**config.mk**
```make
export PLATFORM = sky130hd
export DESIGN_NAME = bher_recovery
export DESIGN_NICKNAME = d
export VERILOG_FILES = /design/src/bher_pkg.sv /design/src/bher_recovery.sv
export VERILOG_INCLUDE_DIRS = /design/src
export SDC_FILE = /design/constraint.sdc
export NUM_CORES = 1
export LEC_CHECK = 0
export ABC_AREA = 1
export BUFFER_PORTS_ARGS = -buffer_cell sky130_fd_sc_hd__buf_2
export CAP_MARGIN = 20
export CORE_ASPECT_RATIO = 0.8
export CORE_MARGIN = 8
export CORE_UTILIZATION = 61
export CTS_BUF_LIST = sky130_fd_sc_hd__clkbuf_4 sky130_fd_sc_hd__clkbuf_8
export DETAILED_ROUTE_END_ITERATION = 12
export PLACE_DENSITY_LB_ADDON = 0.3
export RECOVER_POWER = 25
export SLEW_MARGIN = 30
export SYNTH_ARGS = -nofsm -noshare
export SYNTH_HDL_FRONTEND = slang
export SYNTH_SLANG_ARGS = --single-unit
```
**constraint.sdc**
```tcl
create_clock -name CLK_SYS -period 9.54 [get_ports CLK_SYS]
set_clock_uncertainty 0.1 [all_clocks]
set_input_delay 0.477 -clock CLK_SYS [delete_from_list [all_inputs] [get_ports CLK_SYS]]
set_output_delay 0.477 -clock CLK_SYS [all_outputs]
set_load 0.02 [all_outputs]
```
**src/bher_params.svh**
```systemverilog
// Constants for the beacon hard-error recovery block: codes, counts and timing
`ifndef BHER_PARAMS_SVH
`define BHER_PARAMS_SVH

// System clock rate in hertz
`define BHER_CLK_HZ        64'd250000000
// Contention watchdog time in seconds
`define BHER_CONT_S        64'd1
// Silence allowed in beacon repeat, in milliseconds
`define BHER_BRPT_MS       64'd200
// Self-removal time in beacon transmit, in seconds
`define BHER_BTX_S         64'd26
// Derived cycle counts
`define BHER_CONT_CYC      (`BHER_CONT_S * `BHER_CLK_HZ)
`define BHER_BRPT_CYC      ((`BHER_BRPT_MS * `BHER_CLK_HZ) / 64'd1000)
`define BHER_BTX_CYC       (`BHER_BTX_S * `BHER_CLK_HZ)
// Half-bit run lengths without phase change
`define BHER_BURST4_HB     8'd4
`define BHER_BURST5_HB     8'd5
`define BHER_SIGLOSS_HB    8'd32
// Beacon type codes
`define BHER_CODE_SIGLOSS  16'h0002
`define BHER_CODE_STREAM   16'h0003
`define BHER_CODE_CLAIM    16'h0004
// Field widths
`define BHER_TMR_W         34
`define BHER_ADDR_W        48

`endif

```
**src/bher_pkg.sv**
```systemverilog
// Types for the beacon hard-error recovery block
package bher_pkg;
    // Recovery modes of the station
    typedef enum logic [2:0] {
        BHER_NORMAL,
        BHER_CONT_RPT,
        BHER_CONT_TX,
        BHER_BCN_TX,
        BHER_BCN_RPT,
        BHER_REMOVE,
        BHER_CLOSED
    } bher_mode_t;
endpackage

```
**src/bher_recovery.sv**
```systemverilog
// Hard-error recovery controller: burst detection, contention, beaconing and removal
`timescale 1ns/1ps
`include "bher_params.svh"

module bher_recovery #(
    parameter logic [`BHER_TMR_W-1:0] CONT_CYC = `BHER_TMR_W'(`BHER_CONT_CYC),
    parameter logic [`BHER_TMR_W-1:0] BRPT_CYC = `BHER_TMR_W'(`BHER_BRPT_CYC),
    parameter logic [`BHER_TMR_W-1:0] BTX_CYC  = `BHER_TMR_W'(`BHER_BTX_CYC)
) (
    input  wire logic                    CLK_SYS,         // System clock
    input  wire logic                    ARST_N,          // Asynchronous reset, low
    input  wire logic                    RING_CLK,        // Recovered ring clock pin
    input  wire logic                    RING_DATA,       // Received ring half-bit data pin
    input  wire logic                    CLAIM_RX,        // Claim-token frame received
    input  wire logic                    PURGE_RX,        // Ring purge frame received
    input  wire logic                    BCN_RX,          // Foreign beacon frame received
    input  wire logic                    BCN_RX_OWN,      // Own beacon frame returned
    input  wire logic [15:0]             BCN_RX_CODE,     // Code of received beacon
    input  wire logic                    BCN_RX_NAMES_ME, // Received beacon names us upstream
    input  wire logic                    STREAM_ERR,      // Streaming-data error detected
    input  wire logic                    CLAIM_STREAM,    // Claim-token streaming detected
    input  wire logic                    CONT_START,      // Other cause starts contention
    input  wire logic                    CONT_WON,        // Contention resolved
    input  wire logic                    TEST_DONE,       // Self test finished
    input  wire logic                    TEST_PASS,       // Self test result
    input  wire logic [`BHER_ADDR_W-1:0] UPSTREAM_NEIGHBOUR_ADDR, // Stored neighbour address
    output logic                         TX_IDLE,         // Transmit idles instead of repeat
    output logic                         BURST5,          // Burst-5 condition flag
    output logic                         SIG_LOSS,        // Signal-loss condition flag
    output logic                         PURGE_ACT,       // Purge frame to be acted on
    output bher_pkg::bher_mode_t         MODE,            // Current recovery mode
    output logic                         BCN_SEND,        // Keep sending beacon frames
    output logic [15:0]                  BCN_CODE,        // Beacon type code to send
    output logic [`BHER_ADDR_W-1:0]      BCN_UNA,         // Neighbour address in beacon
    output logic                         INSERTED,        // Station inserted in ring
    output logic                         TEST_RUN,        // Self test requested
    output logic                         REMOVED_RPT      // Removal reported to host
);

    // Ring pin synchronisers and half-bit run tracking
    logic       rclk_s1, rclk_s2, rclk_s3;   // Ring clock sync chain plus edge stage
    logic       rdat_s1, rdat_s2;            // Ring data sync chain
    logic       last_bit, next_last_bit;     // Previous half-bit level
    logic [7:0] run, next_run;               // Half-bits without phase change
    logic       hb_stb;                      // Half-bit strobe on either clock edge

    // Recovery state
    bher_pkg::bher_mode_t      next_mode;    // Next recovery mode
    logic [`BHER_TMR_W-1:0]    tmr, next_tmr;          // Shared mode timer
    logic                      claim_seen, next_claim_seen; // Claim frames seen this episode
    logic                      loss_cause, next_loss_cause; // Contention began on signal loss
    logic [15:0]               next_code;              // Next beacon code
    logic [`BHER_ADDR_W-1:0]   next_una;               // Next beacon neighbour address
    logic                      next_removed;           // Next removal report
    logic                      tmr_end;                // Mode timer expired
    logic                      sig_loss_now;           // Live signal-loss condition

    // Timer limit for the mode in force
    function automatic logic [`BHER_TMR_W-1:0] limit_of(input bher_pkg::bher_mode_t m);
        case (m)
            bher_pkg::BHER_CONT_RPT, bher_pkg::BHER_CONT_TX: limit_of = CONT_CYC;
            bher_pkg::BHER_BCN_RPT:                          limit_of = BRPT_CYC;
            bher_pkg::BHER_BCN_TX:                           limit_of = BTX_CYC;
            default:                                         limit_of = '1;
        endcase
    endfunction

    // Ring half-bit run counter, next values
    always_comb begin
        hb_stb        = rclk_s2 ^ rclk_s3;
        next_last_bit = last_bit;
        next_run      = run;
        if (hb_stb) begin
            next_last_bit = rdat_s2;
            if (rdat_s2 != last_bit) begin
                next_run = 8'h01;
            end else if (run != 8'hFF) begin
                next_run = run + 8'h01;
            end
        end
    end

    // Ring synchronisers and run counter registers
    always_ff @(posedge CLK_SYS or negedge ARST_N) begin
        if (!ARST_N) begin
            rclk_s1  <= 1'b0;
            rclk_s2  <= 1'b0;
            rclk_s3  <= 1'b0;
            rdat_s1  <= 1'b0;
            rdat_s2  <= 1'b0;
            last_bit <= 1'b0;
            run      <= 8'h00;
            TX_IDLE  <= 1'b0;
            BURST5   <= 1'b0;
            SIG_LOSS <= 1'b0;
        end else begin
            rclk_s1  <= RING_CLK;
            rclk_s2  <= rclk_s1;
            rclk_s3  <= rclk_s2;
            rdat_s1  <= RING_DATA;
            rdat_s2  <= rdat_s1;
            last_bit <= next_last_bit;
            run      <= next_run;
            TX_IDLE  <= (next_run >= `BHER_BURST4_HB);
            BURST5   <= (next_run >= `BHER_BURST5_HB);
            SIG_LOSS <= (next_run >= `BHER_SIGLOSS_HB);
        end
    end

    assign sig_loss_now = SIG_LOSS;
    assign tmr_end      = (tmr >= limit_of(MODE) - `BHER_TMR_W'(1));
    // Contention transmitter drops purge frames
    assign PURGE_ACT    = PURGE_RX && (MODE != bher_pkg::BHER_CONT_TX);
    assign BCN_SEND     = (MODE == bher_pkg::BHER_BCN_TX);
    assign INSERTED     = (MODE != bher_pkg::BHER_REMOVE) && (MODE != bher_pkg::BHER_CLOSED);
    assign TEST_RUN     = (MODE == bher_pkg::BHER_REMOVE);

    // Recovery mode transitions, next values
    always_comb begin
        next_mode       = MODE;
        next_code       = BCN_CODE;
        next_una        = BCN_UNA;
        next_removed    = REMOVED_RPT;
        next_claim_seen = claim_seen | CLAIM_RX;   // Set wins over any clear below
        next_loss_cause = loss_cause;
        next_tmr        = tmr + `BHER_TMR_W'(1);
        case (MODE)
            bher_pkg::BHER_NORMAL: begin
                next_claim_seen = CLAIM_RX;
                next_loss_cause = 1'b0;
                if (sig_loss_now) begin
                    next_mode       = bher_pkg::BHER_CONT_TX;
                    next_loss_cause = 1'b1;
                end else if (CONT_START) begin
                    next_mode = bher_pkg::BHER_CONT_TX;
                end else if (CLAIM_RX) begin
                    next_mode = bher_pkg::BHER_CONT_RPT;
                end
            end
            bher_pkg::BHER_CONT_RPT, bher_pkg::BHER_CONT_TX: begin
                if (BCN_RX) begin
                    next_mode = bher_pkg::BHER_BCN_RPT;
                end else if (CONT_WON) begin
                    next_mode = bher_pkg::BHER_NORMAL;
                end else if (tmr_end) begin
                    next_mode = bher_pkg::BHER_BCN_TX;
                    next_una  = UPSTREAM_NEIGHBOUR_ADDR;
                    if (loss_cause) begin
                        next_code = `BHER_CODE_SIGLOSS;
                    end else if (next_claim_seen) begin
                        next_code = `BHER_CODE_CLAIM;
                    end else begin
                        next_code = `BHER_CODE_STREAM;
                    end
                end
            end
            bher_pkg::BHER_BCN_TX: begin
                if (BCN_RX_OWN) begin
                    next_mode       = bher_pkg::BHER_CONT_TX;
                    next_loss_cause = 1'b0;
                end else if (BCN_RX && (BCN_RX_CODE <= BCN_CODE)) begin
                    next_mode = bher_pkg::BHER_BCN_RPT;
                end else if (tmr_end) begin
                    next_mode = bher_pkg::BHER_REMOVE;
                end
            end
            bher_pkg::BHER_BCN_RPT: begin
                if (BCN_RX) begin
                    next_tmr = '0;
                end else if (tmr_end) begin
                    next_mode       = bher_pkg::BHER_CONT_TX;
                    next_loss_cause = 1'b0;
                end
            end
            bher_pkg::BHER_REMOVE: begin
                if (TEST_DONE && TEST_PASS) begin
                    next_mode = bher_pkg::BHER_NORMAL;
                end else if (TEST_DONE) begin
                    next_mode    = bher_pkg::BHER_CLOSED;
                    next_removed = 1'b1;
                end
            end
            bher_pkg::BHER_CLOSED: begin
                next_mode = bher_pkg::BHER_CLOSED;              // Off-ring until reset
            end
            default: begin
                next_mode = bher_pkg::BHER_NORMAL;
            end
        endcase
        // Streaming conditions override contention and normal modes
        if ((MODE == bher_pkg::BHER_NORMAL) || (MODE == bher_pkg::BHER_CONT_RPT)
            || (MODE == bher_pkg::BHER_CONT_TX)) begin
            if (STREAM_ERR) begin
                next_mode = bher_pkg::BHER_BCN_TX;
                next_code = `BHER_CODE_STREAM;
                next_una  = UPSTREAM_NEIGHBOUR_ADDR;
            end else if (CLAIM_STREAM) begin
                next_mode = bher_pkg::BHER_BCN_TX;
                next_code = `BHER_CODE_CLAIM;
                next_una  = UPSTREAM_NEIGHBOUR_ADDR;
            end
        end
        // Named upstream neighbour leaves the ring for its self test
        if (BCN_RX && BCN_RX_NAMES_ME && INSERTED) begin
            next_mode = bher_pkg::BHER_REMOVE;
        end
        if (next_mode != MODE) begin
            next_tmr = '0;
        end
    end

    // Recovery state registers
    always_ff @(posedge CLK_SYS or negedge ARST_N) begin
        if (!ARST_N) begin
            MODE        <= bher_pkg::BHER_NORMAL;
            tmr         <= '0;
            claim_seen  <= 1'b0;
            loss_cause  <= 1'b0;
            BCN_CODE    <= 16'h0000;
            BCN_UNA     <= '0;
            REMOVED_RPT <= 1'b0;
        end else begin
            MODE        <= next_mode;
            tmr         <= next_tmr;
            claim_seen  <= next_claim_seen;
            loss_cause  <= next_loss_cause;
            BCN_CODE    <= next_code;
            BCN_UNA     <= next_una;
            REMOVED_RPT <= next_removed;
        end
    end
endmodule

```
Word-level counts from Yosys, hierarchy flattened
Index checks and enable logic that the tools add are counted.

storage, ports and cells
  bits in registers = 121
  bits in latches = 0
  memory bits (writable) = 0
  bits in read-only memories = 0
  input bits = 79
  output and inout port bits = 75
  logic and storage cells = 103
  memories = 0

operators by class
  add/sub/neg operators = 3
  multiply operators = 0
  divide/modulo/power cells = 0
  $lt $le $gt $ge = 5
  equality and inequality tests = 15
  shift operators = 0
  mux-type cells = 47
  bitwise operators = 3
  reduce and logical (&&, ||, !) cells = 13

operator list
  cell                     number
  $mux W48                 7
  $mux W16                 7
  $mux W34                 3
  $pmux W34 S3             1
  $mux W3                  19
  $add A34 B1 Y34 const B  1
  $ge A34 B34 Y1           1
  $sub A34 B1 Y34 const B  1
  $mux W8                  3
  $pmux W3 S6              1
  $ge A8 B3 Y1 const B     2
  $le A16 B16 Y1           1
  $eq A3 B3 Y1 const B     3
  $add A8 B1 Y8 const B    1
  $ge A8 B6 Y1 const B     1
  $ne A8 B8 Y1 const B     1
  $eq A3 B2 Y1 const B     2
  $logic_and A1 B1 Y1      6
  $ne A2 B2 Y1 const B     3
  $ne A3 B3 Y1 const B     2
  $mux W1                  5
  $reduce_and A4 Y1        1
  $eq A3 B1 Y1 const B     1
  $logic_not A3 Y1         1
  11 further kinds         12

Logic depth before layout (Yosys ltp)
Gate-level depths: netlist of the first run.

  depth in word-level cells = 15
  depth in mapped cells = 33
  gate-level depth less buffers = 31

Least setup slack after synthesis of the first run
Ideal clock, no wire load.

  path type = register to register
  from = register MODE[1]
  to = register BCN_UNA[10]
  library setup time = 0.125 ns
  arrival time = 3.415 ns
  data required time = 9.315 ns
  slack = 5.900 ns
  cell stages (with the launch flop) = 25
  path buffers = 2
  clock period less this slack = 3.640 ns
  cell sequence = dfrtp_1 buf_2 nor2_2 inv_1 nor2_2 inv_1 nand2_1 inv_1 nand3_1 nand2_1 nand2_1 nand2_1 ha_1 nand2_1 nor2_1 nand2_1 nor2_1 nand3_1 nand4_1 nand2_1 inv_1 nand2_1 nand2_1 buf_2 mux2_2

between the ends
  longest elaborated chain between the ends = 12
  elaborated cells between the ends (all ways) = 18
  classes of those cells = add/sub (1); order compare (1); eq/ne (4); mux (8); reduce/logical (4)

RTL lines
  element                                       RTL line                                   text
  from (decl)                                   bher_recovery.sv:31                        output bher_pkg::bher_mode_t MODE,
  from (signal assigned)                        bher_recovery.sv:215                       MODE <= bher_pkg::BHER_NORMAL;
  from (signal assigned)                        bher_recovery.sv:223                       MODE <= next_mode;
  $eq A3 B1 Y1 or $eq A3 B2 Y1 (tied branches)  -
  $reduce_or A2 Y1                              bher_recovery.sv:60, bher_recovery.sv:127
  $pmux W34 S3                                  bher_recovery.sv:60                        case (m)
  $sub A34 B1 Y34                               bher_recovery.sv:111                       assign tmr_end = (tmr >= limit_of(MODE) - `BHER_TMR_W'(1));
  $ge A34 B34 Y1                                bher_recovery.sv:111
  $mux W48                                      bher_recovery.sv:145                       end else if (tmr_end) begin
  $mux W48                                      bher_recovery.sv:143                       end else if (CONT_WON) begin
  $mux W48                                      bher_recovery.sv:141                       if (BCN_RX) begin
  $mux W48                                      bher_recovery.sv:127                       case (MODE)
  $mux W48                                      bher_recovery.sv:197                       end else if (CLAIM_STREAM) begin
  $mux W48                                      bher_recovery.sv:193                       if (STREAM_ERR) begin
  $mux W48 (*)                                  bher_recovery.sv:191                       if ((MODE == bher_pkg::BHER_NORMAL) || (MODE == bher_pkg::BHER_CONT_RPT)
  net next_una[10]                              bher_recovery.sv:53                        logic [`BHER_ADDR_W-1:0] next_una;
  to (signal assigned)                          bher_recovery.sv:228                       BCN_UNA <= next_una;
  to (decl)                                     bher_recovery.sv:34                        output logic [`BHER_ADDR_W-1:0] BCN_UNA,

Mark *: on every way through the listed nets, which the timed path passes. The rest lies on a longest branch.
A chain may end at the register's enable or synchronous reset.

Final worst setup path of the first run
  from = register MODE[1]
  to = register BCN_UNA[13]

Same word-level chain as after synthesis.

==> results of run 1 <==
## worst paths after layout
path                              startpoint                     to  slack, ns  cells past startpoint
max                        MODE[1]$_DFF_PN0_  BCN_UNA[13]$_DFF_PN0_       4.93                     23
min                                RING_DATA      rdat_s1$_DFF_PN0_       0.03                      1
max reg2reg                MODE[1]$_DFF_PN0_  BCN_UNA[13]$_DFF_PN0_       4.93                     23
min reg2reg                rdat_s1$_DFF_PN0_      rdat_s2$_DFF_PN0_       0.25                      0
max in group asynchronous             ARST_N      rclk_s2$_DFF_PN0_       6.14                      2
min in group asynchronous             ARST_N  BCN_CODE[9]$_DFF_PN0_       1.07                      1
## per-stage QoR
stage,cells,hold slack [ns],utilization,cell area [um^2]
6_report,1121,0.0281,0.747,8130
5_1_grt,1121,0.0100,0.747,8130
4_1_cts,1120,0.0171,0.748,8150
3_5_place_dp,1088,0.235,0.710,7740
3_3_place_gp,1088,0.234,0.710,7740
2_1_floorplan,802,0.0814,-,6850
## per-layer routing
| layer | global-route usage | routed length [um] | vias to the layer above |
|---|---|---|---|
| li1 | - | - | 2922 |
| met1 | 0.307 | 7480 | 2793 |
| met2 | 0.373 | 8170 | 208 |
| met3 | 0.0720 | 1290 | 29 |
| met4 | 0.0769 | 344 | 0 |
| met5 | 0 | 0 | - |
## where the power goes
part           internal [mW]  leakage [nW]  switching, mW
Sequential             0.647          1.54         0.0859
Combinational          0.349          2.43          0.669
Clock                  0.222         0.206          0.258
Total                   1.22          4.17           1.01
## cell type report
type	count	area, um^2	share of cell area
antenna	1	2.50	0.000308
multi-input combinational	540	3250	0.400
clock buffer	17	234	0.0288
inverter	127	482	0.0592
timing repair buffer	156	776	0.0954
clock inverter	15	176	0.0217
tap	144	180	0.0222
sequential	121	3030	0.372
## cells in the mapped netlist (all sizes together), types with 3 or more instances
cell type,number
inv,126
a21o,3
mux2,31
mux2i,17
or2,6
o21ai,17
nor3,16
nand4,12
nor4,7
nor2,121
buf,11
ha,44
dfrtp,121
nand2,157
a21oi,19
nand3,55
o211ai,3
nand3b,3
xor2,9
clkbuf,3
o21bai,3
## flip-flops by register name (all words and copies together), names as in the netlist, 3 cells and up
name / cells
BCN_UNA: 48
tmr: 34
BCN_CODE: 16
run: 8
MODE: 3
## kinds of logic (layout without fill, tap and decap cells)
kind of cell,Yosys count,count (layout),share of synthesized area
muxes,48,48,0.0758
buffers and inverters,141,315,0.0831
xor gates and xnor gates,11,11,0.0141
AOI/OAI and AO/OA,56,56,0.0488
other,0,1,0
and+or+nand+nor,381,381,0.256
adders and majority gates,44,44,0.0804
DFF,121,121,0.442
==> flow_metrics.py, run 1 <==
metrics = {
    "global_route": {
        "overflow": 0,
        "grt_pass1_wl_um": 28800,
        "grt_max_degree": 65,
        "grt_pass1_vias": 5794,
        "track_usage": 0.238,
        "antenna_found_initial": 1,
    },
    "worst_setup_path": {
        "crit_type": "flip-flop to flip-flop",
        "crit_chain": "nor2_1 -> inv_1 -> nor2_2 -> inv_1 -> nand2_1 -> inv_1 -> nand3_1 -> nand2_1 -> nand2_1 -> nand2_1 -> ha_1 -> nand2_1 -> nor2_1 -> nand2_1 -> nor2_1 -> nand3_1 -> nand4_1 -> nand2_1 -> inv_1 -> nand2_1 -> nand2_2 -> buf_4 -> mux2_2",
        "worstPathBufferInverterCount": 5,
        "path_max_fanout": 61,
        "path_delay_family": "simple AND/OR/NAND/NOR gates",
        "path_common_cell": "nand2_1",
        "setup.worst_path.end_class": "flip-flop",
        "cp_slowest_cell": "buf_4",
        "crit_arrival_ns": 4.85,
        "cp_data_required_time_ns": 9.78,
        "cp-start-kind": "flip-flop",
        "max_stage_delay_ns": 0.64,
    },
    "sta": {
        "fmax_mhz": 217,
        "report.final.slew_viol_count": 65,
        "tightest_slew_ns": 3.44,
        "setup_slack_ns": 4.93,
        "tns_ns": 0,
        "max-slew-margin-rel": -1.29,
        "hold_viol_final": 0,
        "setup_viol": 0,
        "period_needed_ns": 4.61,
        "finalCritPeriodShare": 0.483,
        "grt_setup_unrepaired": "no",
    },
    "synth": {
        "ys_warn_count": 0,
        "post-synth-top-area-fraction": 0.442,
        "syn_avg_cell_area_um2": 8.54,
        "synth_area_mm2": 0.00685,
        "ys.flop_type": "dfrtp_1",
        "yosys_register_bits": 121,
        "yosysSeqAreaShare": 0.442,
        "yosysTopAreaCell": "dfrtp_1",
        "synth_edf_count": 0,
        "ys_types": 42,
        "syn_nets": 925,
        "synthArstFlopShare": 1.00,
        "syn-instance-count": 802,
        "synthTopCellsByArea": "dfrtp_1, nand2_1, ha_1",
    },
    "clock_network": {
        "cts.sinks": 121,
        "cts_tree": "yes",
        "cts_hold_buf": 0,
        "cts_root_buffer": "clkbuf_8",
        "cts_setup_buffers": 0,
        "clockBufferDepth": 2,
        "cts.repair.resized": 0,
        "clk_latency_ns": 0.46,
        "clk_pin_slew_ns": 0.08,
        "cts_buffers": 17,
        "htree_num_levels": 4,
    },
    "place": {
        "place_hpwl_um": 13000,
        "portBuffers": 153,
        "place.gp.congestion": 0.911,
        "post-place-ws_ns": 5.11,
    },
    "min_path": {
        "hp-class": "primary input to flip-flop",
    },
    "final_layout": {
        "final_cell_mix": "nand2_1, buf_2, dfrtp_1, inv_1, nor2_1",
        "nets": 1086,
        "final_common_cell": "nand2_1",
        "fillers": 830,
        "syn2layout_area_growth_pct": 18.7,
        "layout-drive-gt1-share": 0.272,
    },
    "floorplan": {
        "fp-row-count": 34,
        "pin_count": 154,
        "dieArea_mm2": 0.0149,
        "fp.dieH_um": 111,
        "die_w_um": 134,
        "core_area_mm2": 0.0109,
        "initial_core_util": 0.629,
    },
    "drt": {
        "first_iter_violations": 434,
        "vias_per_cell": 5.31,
        "first_pass_iters": 8,
        "routed_wl_um": 17300,
        "drc": 0,
        "wl_per_cell_um": 15.4,
        "routed-via-count": 5952,
        "postRouteAntennaNets": 0,
    },
    "pwr": {
        "finalPower_mw": 2.23,
        "powerDensity_mw_per_mm2": 274,
        "p_leak_nw": 4.17,
        "peakVddDrop_v": 0.000200,
    },
    "run_status": {
        "violations": "capacitance limit, slew limit",
        "status": "complete, but fails checks",
    },
    "flow_run": {
        "drv_cap": 1,
    },
}
No activity file was read; power rests on OpenSTA's default activity.
==> inputs of run 2 (changes only) <==
--- a/config.mk
+++ b/config.mk
@@ -11,7 +11,7 @@
 export CAP_MARGIN = 20
 export CORE_ASPECT_RATIO = 0.8
 export CORE_MARGIN = 8
-export CORE_UTILIZATION = 61
+export CORE_UTILIZATION = 57
 export CTS_BUF_LIST = sky130_fd_sc_hd__clkbuf_4 sky130_fd_sc_hd__clkbuf_8
 export DETAILED_ROUTE_END_ITERATION = 12
 export PLACE_DENSITY_LB_ADDON = 0.3
==> constraint.sdc (replaced) <==
create_clock -name CLK_SYS -period 4.5 [get_ports CLK_SYS]
set_clock_uncertainty 0.1 [all_clocks]
set_input_delay 0.225 -clock CLK_SYS [delete_from_list [all_inputs] [get_ports CLK_SYS]]
set_output_delay 0.225 -clock CLK_SYS [all_outputs]
set_load 0.02 [all_outputs]
==> run 2 against run 1 <==
Effect of this change: the run still ends with capacitance limit, slew limit left; sequential power up 120%; die area increased by 6.1%; via count grew 6.1%; critical endpoint is now BCN_UNA[40]$_DFF_PN0_; clock power increased by 100%; hold slack better by 0.039 ns; combinational power rose by 130%; wire length is 14% higher; critical path type unchanged.
==> flow_metrics.py, run 2 (synthesized netlist as in run 1, its figures left out) <==
metrics = {
    "clock_network": {
        "cts_buffers": 17,
        "clk_latency_ns": 0.45,
        "clk_pin_slew_ns": 0.10,
        "cts_setup_buffers": 0,
        "htree_num_levels": 4,
        "cts_root_buffer": "clkbuf_8",
        "cts_tree": "yes",
        "clockBufferDepth": 2,
        "cts.sinks": 121,
    },
    "sta": {
        "setup_viol": 0,
        "fin_hold_ws_ns": 0.0668,
        "finalCritPeriodShare": 0.925,
        "report.final.slew_viol_count": 70,
        "period_needed_ns": 4.16,
        "fmax_mhz": 240,
        "max-slew-margin-rel": -0.316,
        "tns_ns": 0,
        "hold_viol_final": 0,
        "tightest_slew_ns": 1.97,
        "grt_setup_unrepaired": "no",
    },
    "drt": {
        "routed-via-count": 6313,
        "routed_wl_um": 19700,
        "drc": 0,
        "first_pass_iters": 6,
        "postRouteAntennaNets": 0,
        "vias_per_cell": 5.34,
        "wl_per_cell_um": 16.7,
        "first_iter_violations": 426,
    },
    "pwr": {
        "peakVddDrop_v": 0.000444,
        "p_leak_nw": 4.41,
        "powerDensity_mw_per_mm2": 562,
    },
    "final_layout": {
        "regMostFlops": "BCN_UNA",
        "final_common_cell": "nand2_1",
        "multi_input_area_mm2": 0.00326,
        "fillers": 798,
        "largest_reg_flops": 48,
        "seq_area_mm2": 0.00303,
        "layout-drive-gt1-share": 0.261,
        "final_cell_mix": "nand2_1, buf_2, dfrtp_1, inv_1, nor2_1",
        "syn2layout_area_growth_pct": 27.2,
        "largestRegisters": "BCN_UNA: 48 flops, tmr: 34 flops, BCN_CODE: 16 flops",
        "nets": 1142,
    },
    "place": {
        "place_hpwl_um": 12800,
        "portBuffers": 153,
        "place.gp.congestion": 0.915,
    },
    "worst_setup_path": {
        "path_max_fanout": 31,
        "cp_data_required_time_ns": 4.74,
        "setup.worst_path.end_class": "flip-flop",
        "reg2reg_from": "MODE[2]$_DFF_PN0_",
        "crit_type": "flip-flop to flip-flop",
        "reg2reg_slack_ns": 0.34,
        "cp-start-kind": "flip-flop",
        "r2r-end": "BCN_UNA[40]$_DFF_PN0_",
        "crit_arrival_ns": 4.41,
        "r2r_cells": 22,
    },
    "global_route": {
        "grt_pass1_vias": 6441,
        "grt_max_degree": 62,
        "overflow": 0,
        "antenna_found_initial": 1,
        "met3_usage": 0.0697,
        "grt_use_met1": 0.287,
        "grt.met2_usage": 0.420,
        "track_usage": 0.250,
        "grt_pass1_wl_um": 32000,
        "grt_busiest_layer": "met2",
    },
    "min_path": {
        "worstHoldStart": "STREAM_ERR",
        "holdPathEnd": "BCN_CODE[2]$_DFF_PN0_",
        "hp-class": "primary input to flip-flop",
        "hold_depth": 4,
    },
    "flow_run": {
        "drv_cap": 2,
    },
    "floorplan": {
        "initial_core_util": 0.590,
        "fp-row-count": 35,
        "core_area_mm2": 0.0116,
        "pin_count": 154,
        "fp.dieH_um": 114,
        "die_w_um": 139,
        "dieArea_mm2": 0.0158,
    },
    "run_status": {
        "status": "complete, but fails checks",
        "violations": "capacitance limit, slew limit",
    },
}
[run 2: cell count changes in the layout (fill, tap and decap cells not counted), sizes merged]
cell,before,now
dlygate4sd3,0,53
buf,146,148
clkinv,4,7
inv,136,131
diode,1,2
clkbuf,27,31
bufinv,1,0
[run 2: stage by stage]
step / setup WS (ns) / instances / utilization / power [mW] / cell area (um^2)
detailed placement: 0.250 / 1094 / 0.669 / 3.76 / 7770
global route: 0.0182 / 1182 / 0.751 / 5.18 / 8710
finish: 0.336 / 1182 / 0.751 / 4.90 / 8710
floorplan: 0.860 / 802 / - / 3.14 / 6850
CTS: 0.228 / 1179 / 0.748 / 4.74 / 8680
global placement: 0.405 / 1094 / 0.669 / 3.70 / 7770
[run 2: layer usage]
metal | part of all wire | up-vias
li1 | - | 3030
met1 | 0.41 | 2945
met2 | 0.48 | 278
met3 | 0.069 | 60
met4 | 0.043 | 0
met5 | 0 | -
[run 2: repair_timing]
item / in CTS / in global routing
endpoints found under the setup margin: 0 / 67
hold endpoints to repair: 82 / 0
hold buffers: 53 / 0
gates resized for setup: 0 / 7
[run 2: worst max-delay path by stage]
stage,depth (start not counted),startpoint,slack (ns),to
after floorplan,24,MODE[1]$_DFF_PN0_,0.86,BCN_UNA[10]$_DFF_PN0_
after global routing,22,MODE[2]$_DFF_PN0_,0.02,BCN_UNA[40]$_DFF_PN0_
final,22,MODE[2]$_DFF_PN0_,0.34,BCN_UNA[40]$_DFF_PN0_
after CTS,28,MODE[1]$_DFF_PN0_,0.23,tmr[1]$_DFF_PN0_
after detailed placement,28,MODE[1]$_DFF_PN0_,0.25,tmr[0]$_DFF_PN0_
after global placement,28,MODE[1]$_DFF_PN0_,0.40,tmr[0]$_DFF_PN0_
[run 2: power by group]
group / internal [mW] / leakage (nW) / switching (mW)
clock: 0.434 / 0.192 / 0.525
sequential: 1.37 / 1.54 / 0.216
combinational: 0.856 / 2.69 / 1.50
total: 2.66 / 4.41 / 2.24
[run 2: layout make-up]
class	instances	share of cell area
diodes	2	0.000574
clock buffers	20	0.0309
clock inverters	12	0.0125
inverters	127	0.0553
multi-input cells	540	0.374
flip-flops and latches	121	0.347
well taps	148	0.0212
repair buffers	212	0.158
[run 2: critical path, cell delays in order (launching register included)]
cell	delay, ns
dfrtp_1	0.59
inv_1	0.20
nor2_2	0.28
inv_1	0.11
nand2_1	0.16
inv_1	0.12
nand3_1	0.11
nand2_1	0.08
nand2_1	0.09
nand2_1	0.08
ha_1	0.29
nand2_1	0.08
nor2_1	0.14
nand2_1	0.07
nor2_1	0.15
nand3_1	0.10
nand4_1	0.23
nand2_1	0.14
inv_1	0.07
nand2_1	0.09
nand2_2	0.15
buf_16	0.22
mux2_2	0.40
==> inputs of run 3 (changes only) <==
--- a/config.mk
+++ b/config.mk
@@ -16,6 +16,7 @@
 export DETAILED_ROUTE_END_ITERATION = 12
 export PLACE_DENSITY_LB_ADDON = 0.3
 export RECOVER_POWER = 25
+export SETUP_SLACK_MARGIN = 0.5
 export SLEW_MARGIN = 30
 export SYNTH_ARGS = -nofsm -noshare
 export SYNTH_HDL_FRONTEND = slang
==> run 3 against run 2 <==
Effect of this change: the flow still finishes with violations (capacitance limit, slew limit); clock power up 1%; largest power group unchanged; combinational power rose by 33%; sequential share of layout area is 2.1 points lower; highest routed layer unchanged; first-iteration DRC count is 85% higher; global-route usage hardly changed; non-clock buffer count increased by 29; critical endpoint unchanged; register-to-register slack improved by 0.16 ns; die area is the same.
==> flow_metrics.py, run 3 (synthesized netlist as in run 1, its figures left out) <==
metrics = {
    "worst_setup_path": {
        "path_common_cell": "nand2_2",
        "cp_data_required_time_ns": 4.76,
        "max_stage_delay_ns": 0.50,
        "crit_type": "flip-flop to flip-flop",
        "reg2reg_from": "MODE[0]$_DFF_PN0_",
        "cp-start-kind": "flip-flop",
        "cp-startpoint": "MODE[0]$_DFF_PN0_",
        "crit_arrival_ns": 4.27,
        "cp_slowest_cell": "dfrtp_2",
        "path_max_fanout": 8,
        "setup.worst_path.end_class": "flip-flop",
    },
    "final_layout": {
        "syn2layout_area_growth_pct": 35.6,
        "nets": 1171,
        "stdcell_count": 1212,
        "regMostFlops": "BCN_UNA",
        "final_cell_mix": "buf_2, nand2_1, dfrtp_1, inv_1, nor2_1",
        "layout-drive-gt1-share": 0.323,
        "largest_reg_flops": 48,
        "fillers": 659,
        "final_core_util": 0.801,
        "final_common_cell": "buf_2",
        "fin_area_mm2": 0.00929,
        "largestRegisters": "BCN_UNA: 48 flops, tmr: 34 flops, BCN_CODE: 16 flops",
    },
    "place": {
        "placed_cells": 1094,
        "post_dp_cell_area_mm2": 0.00777,
        "portBuffers": 153,
        "place_hpwl_um": 12800,
        "place.gp.congestion": 0.915,
    },
    "flow_run": {
        "drv_cap": 2,
    },
    "drt": {
        "wl_per_cell_um": 19.8,
        "postRouteAntennaNets": 0,
        "first_iter_violations": 789,
        "routed-via-count": 6968,
        "first_pass_iters": 7,
        "drc": 0,
        "vias_per_cell": 5.75,
        "routed_wl_um": 24000,
    },
    "floorplan": {
        "pin_count": 154,
        "fp.dieH_um": 114,
        "initial_core_util": 0.590,
        "dieArea_mm2": 0.0158,
        "fp-row-count": 35,
        "core_area_mm2": 0.0116,
        "die_w_um": 139,
    },
    "sta": {
        "report.final.slew_viol_count": 70,
        "fmax_mhz": 250,
        "fin_hold_ws_ns": 0.0668,
        "max-slew-margin-rel": -0.338,
        "grt_setup_unrepaired": "yes",
        "period_needed_ns": 4.01,
        "finalCritPeriodShare": 0.890,
        "tns_ns": 0,
        "hold_viol_final": 0,
        "setup_viol": 0,
        "tightest_slew_ns": 2.01,
    },
    "run_status": {
        "violations": "capacitance limit, slew limit",
        "status": "complete, but fails checks",
    },
    "pwr": {
        "internal_power_mw": 3.05,
        "switching_power_mw": 2.65,
        "switching_share": 0.465,
        "clkPwrFrac": 0.171,
        "p_comb_frac": 0.548,
        "p_leak_nw": 4.63,
        "powerDensity_mw_per_mm2": 613,
        "seqPwrFrac": 0.281,
        "peakVddDrop_v": 0.000417,
    },
    "clock_network": {
        "htree_num_levels": 4,
        "cts.sinks": 121,
        "clk_latency_ns": 0.47,
        "clockBufferDepth": 2,
        "cts_tree": "yes",
        "cts_root_buffer": "clkbuf_8",
        "clk_pin_slew_ns": 0.11,
        "cts_buffers": 17,
    },
    "min_path": {
        "hp-class": "primary input to flip-flop",
        "worstHoldStart": "TEST_PASS",
    },
    "global_route": {
        "grt_max_degree": 56,
        "overflow": 0,
        "track_usage": 0.250,
        "grt_pass1_vias": 6415,
        "antenna_found_initial": 3,
        "grt_pass1_wl_um": 32000,
    },
}
-- run 3: cell count changes in the layout (fill, tap and decap cells not counted), moves of 4 or more --
cell / change
buf_4: +18
nand3_1: -4
nand2_2: +15
clkbuf_16: +5
nor2_1: -9
nand2_1: -18
inv_1: -4
nor2_4: +9
ha_1: -4
-- run 3: repair_timing --
action / CTS / global route
cloned: 1 / 9
hold endpoints to repair: 82 / 0
buffers inserted: 0 / 20
setup endpoints to repair: 82 / 97
pin swaps: 0 / 23
resized for setup: 6 / 63
hold buffers: 53 / 0
-- run 3: cell type report --
type,instances,area (um^2),share of cell area
multi-input combinational,540,3480,0.375
sequential,121,3030,0.326
timing repair buffer,241,1720,0.185
inverter,127,490,0.0528
clock buffer,20,269,0.0290
tap,148,185,0.0199
clock inverter,12,109,0.0117
antenna,3,7.51,0.000808
-- run 3: worst max-delay path, delay by kind of cell, from the launching register on --
| kind | cells | cell delay (ns) |
|---|---|---|
| buf+inv | 6 | 0.64 |
| mux | 1 | 0.38 |
| simple gates | 16 | 1.79 |
| fa+ha+maj | 2 | 0.48 |
| flops | 1 | 0.50 |
-- run 3: power groups by stage --
stage | clock [mW] | combinational, mW | sequential, mW
2_1_floorplan | 0 | 1.28 | 1.86
3_3_place_gp | 0 | 2.14 | 1.55
3_5_place_dp | 0 | 2.19 | 1.57
4_1_cts | 0.945 | 2.30 | 1.56
5_1_grt | 1.02 | 3.30 | 1.63
6_report | 0.973 | 3.12 | 1.60
-- run 3: path summary, 6_finish.rpt --
check	endpoint	slack, ns	cells past startpoint
worst max-delay path	BCN_UNA[40]$_DFF_PN0_	0.49	25
worst min-delay path	REMOVED_RPT$_DFFE_PN0P_	0.07	4
worst max register to register	BCN_UNA[40]$_DFF_PN0_	0.49	25
worst min register to register	rclk_s2$_DFF_PN0_	0.26	0
max in group asynchronous	tmr[22]$_DFF_PN0_	1.01	3
min in group asynchronous	BCN_CODE[9]$_DFF_PN0_	0.67	2
-- run 3: per-layer routing --
layer	wire, um	global-route usage	share of wire
met4	1300	0.105	0.054
met5	0	0	0
met3	2440	0.0672	0.10
met1	8650	0.291	0.36
met2	11600	0.431	0.48
-- run 3: per-stage QoR --
step / setup slack, ns / power, mW
after global routing: 0.277 / 5.95
after CTS: 0.576 / 4.81
final: 0.493 / 5.70
after floorplan: 0.860 / 3.14
after detailed placement: 0.250 / 3.76
after global placement: 0.405 / 3.70
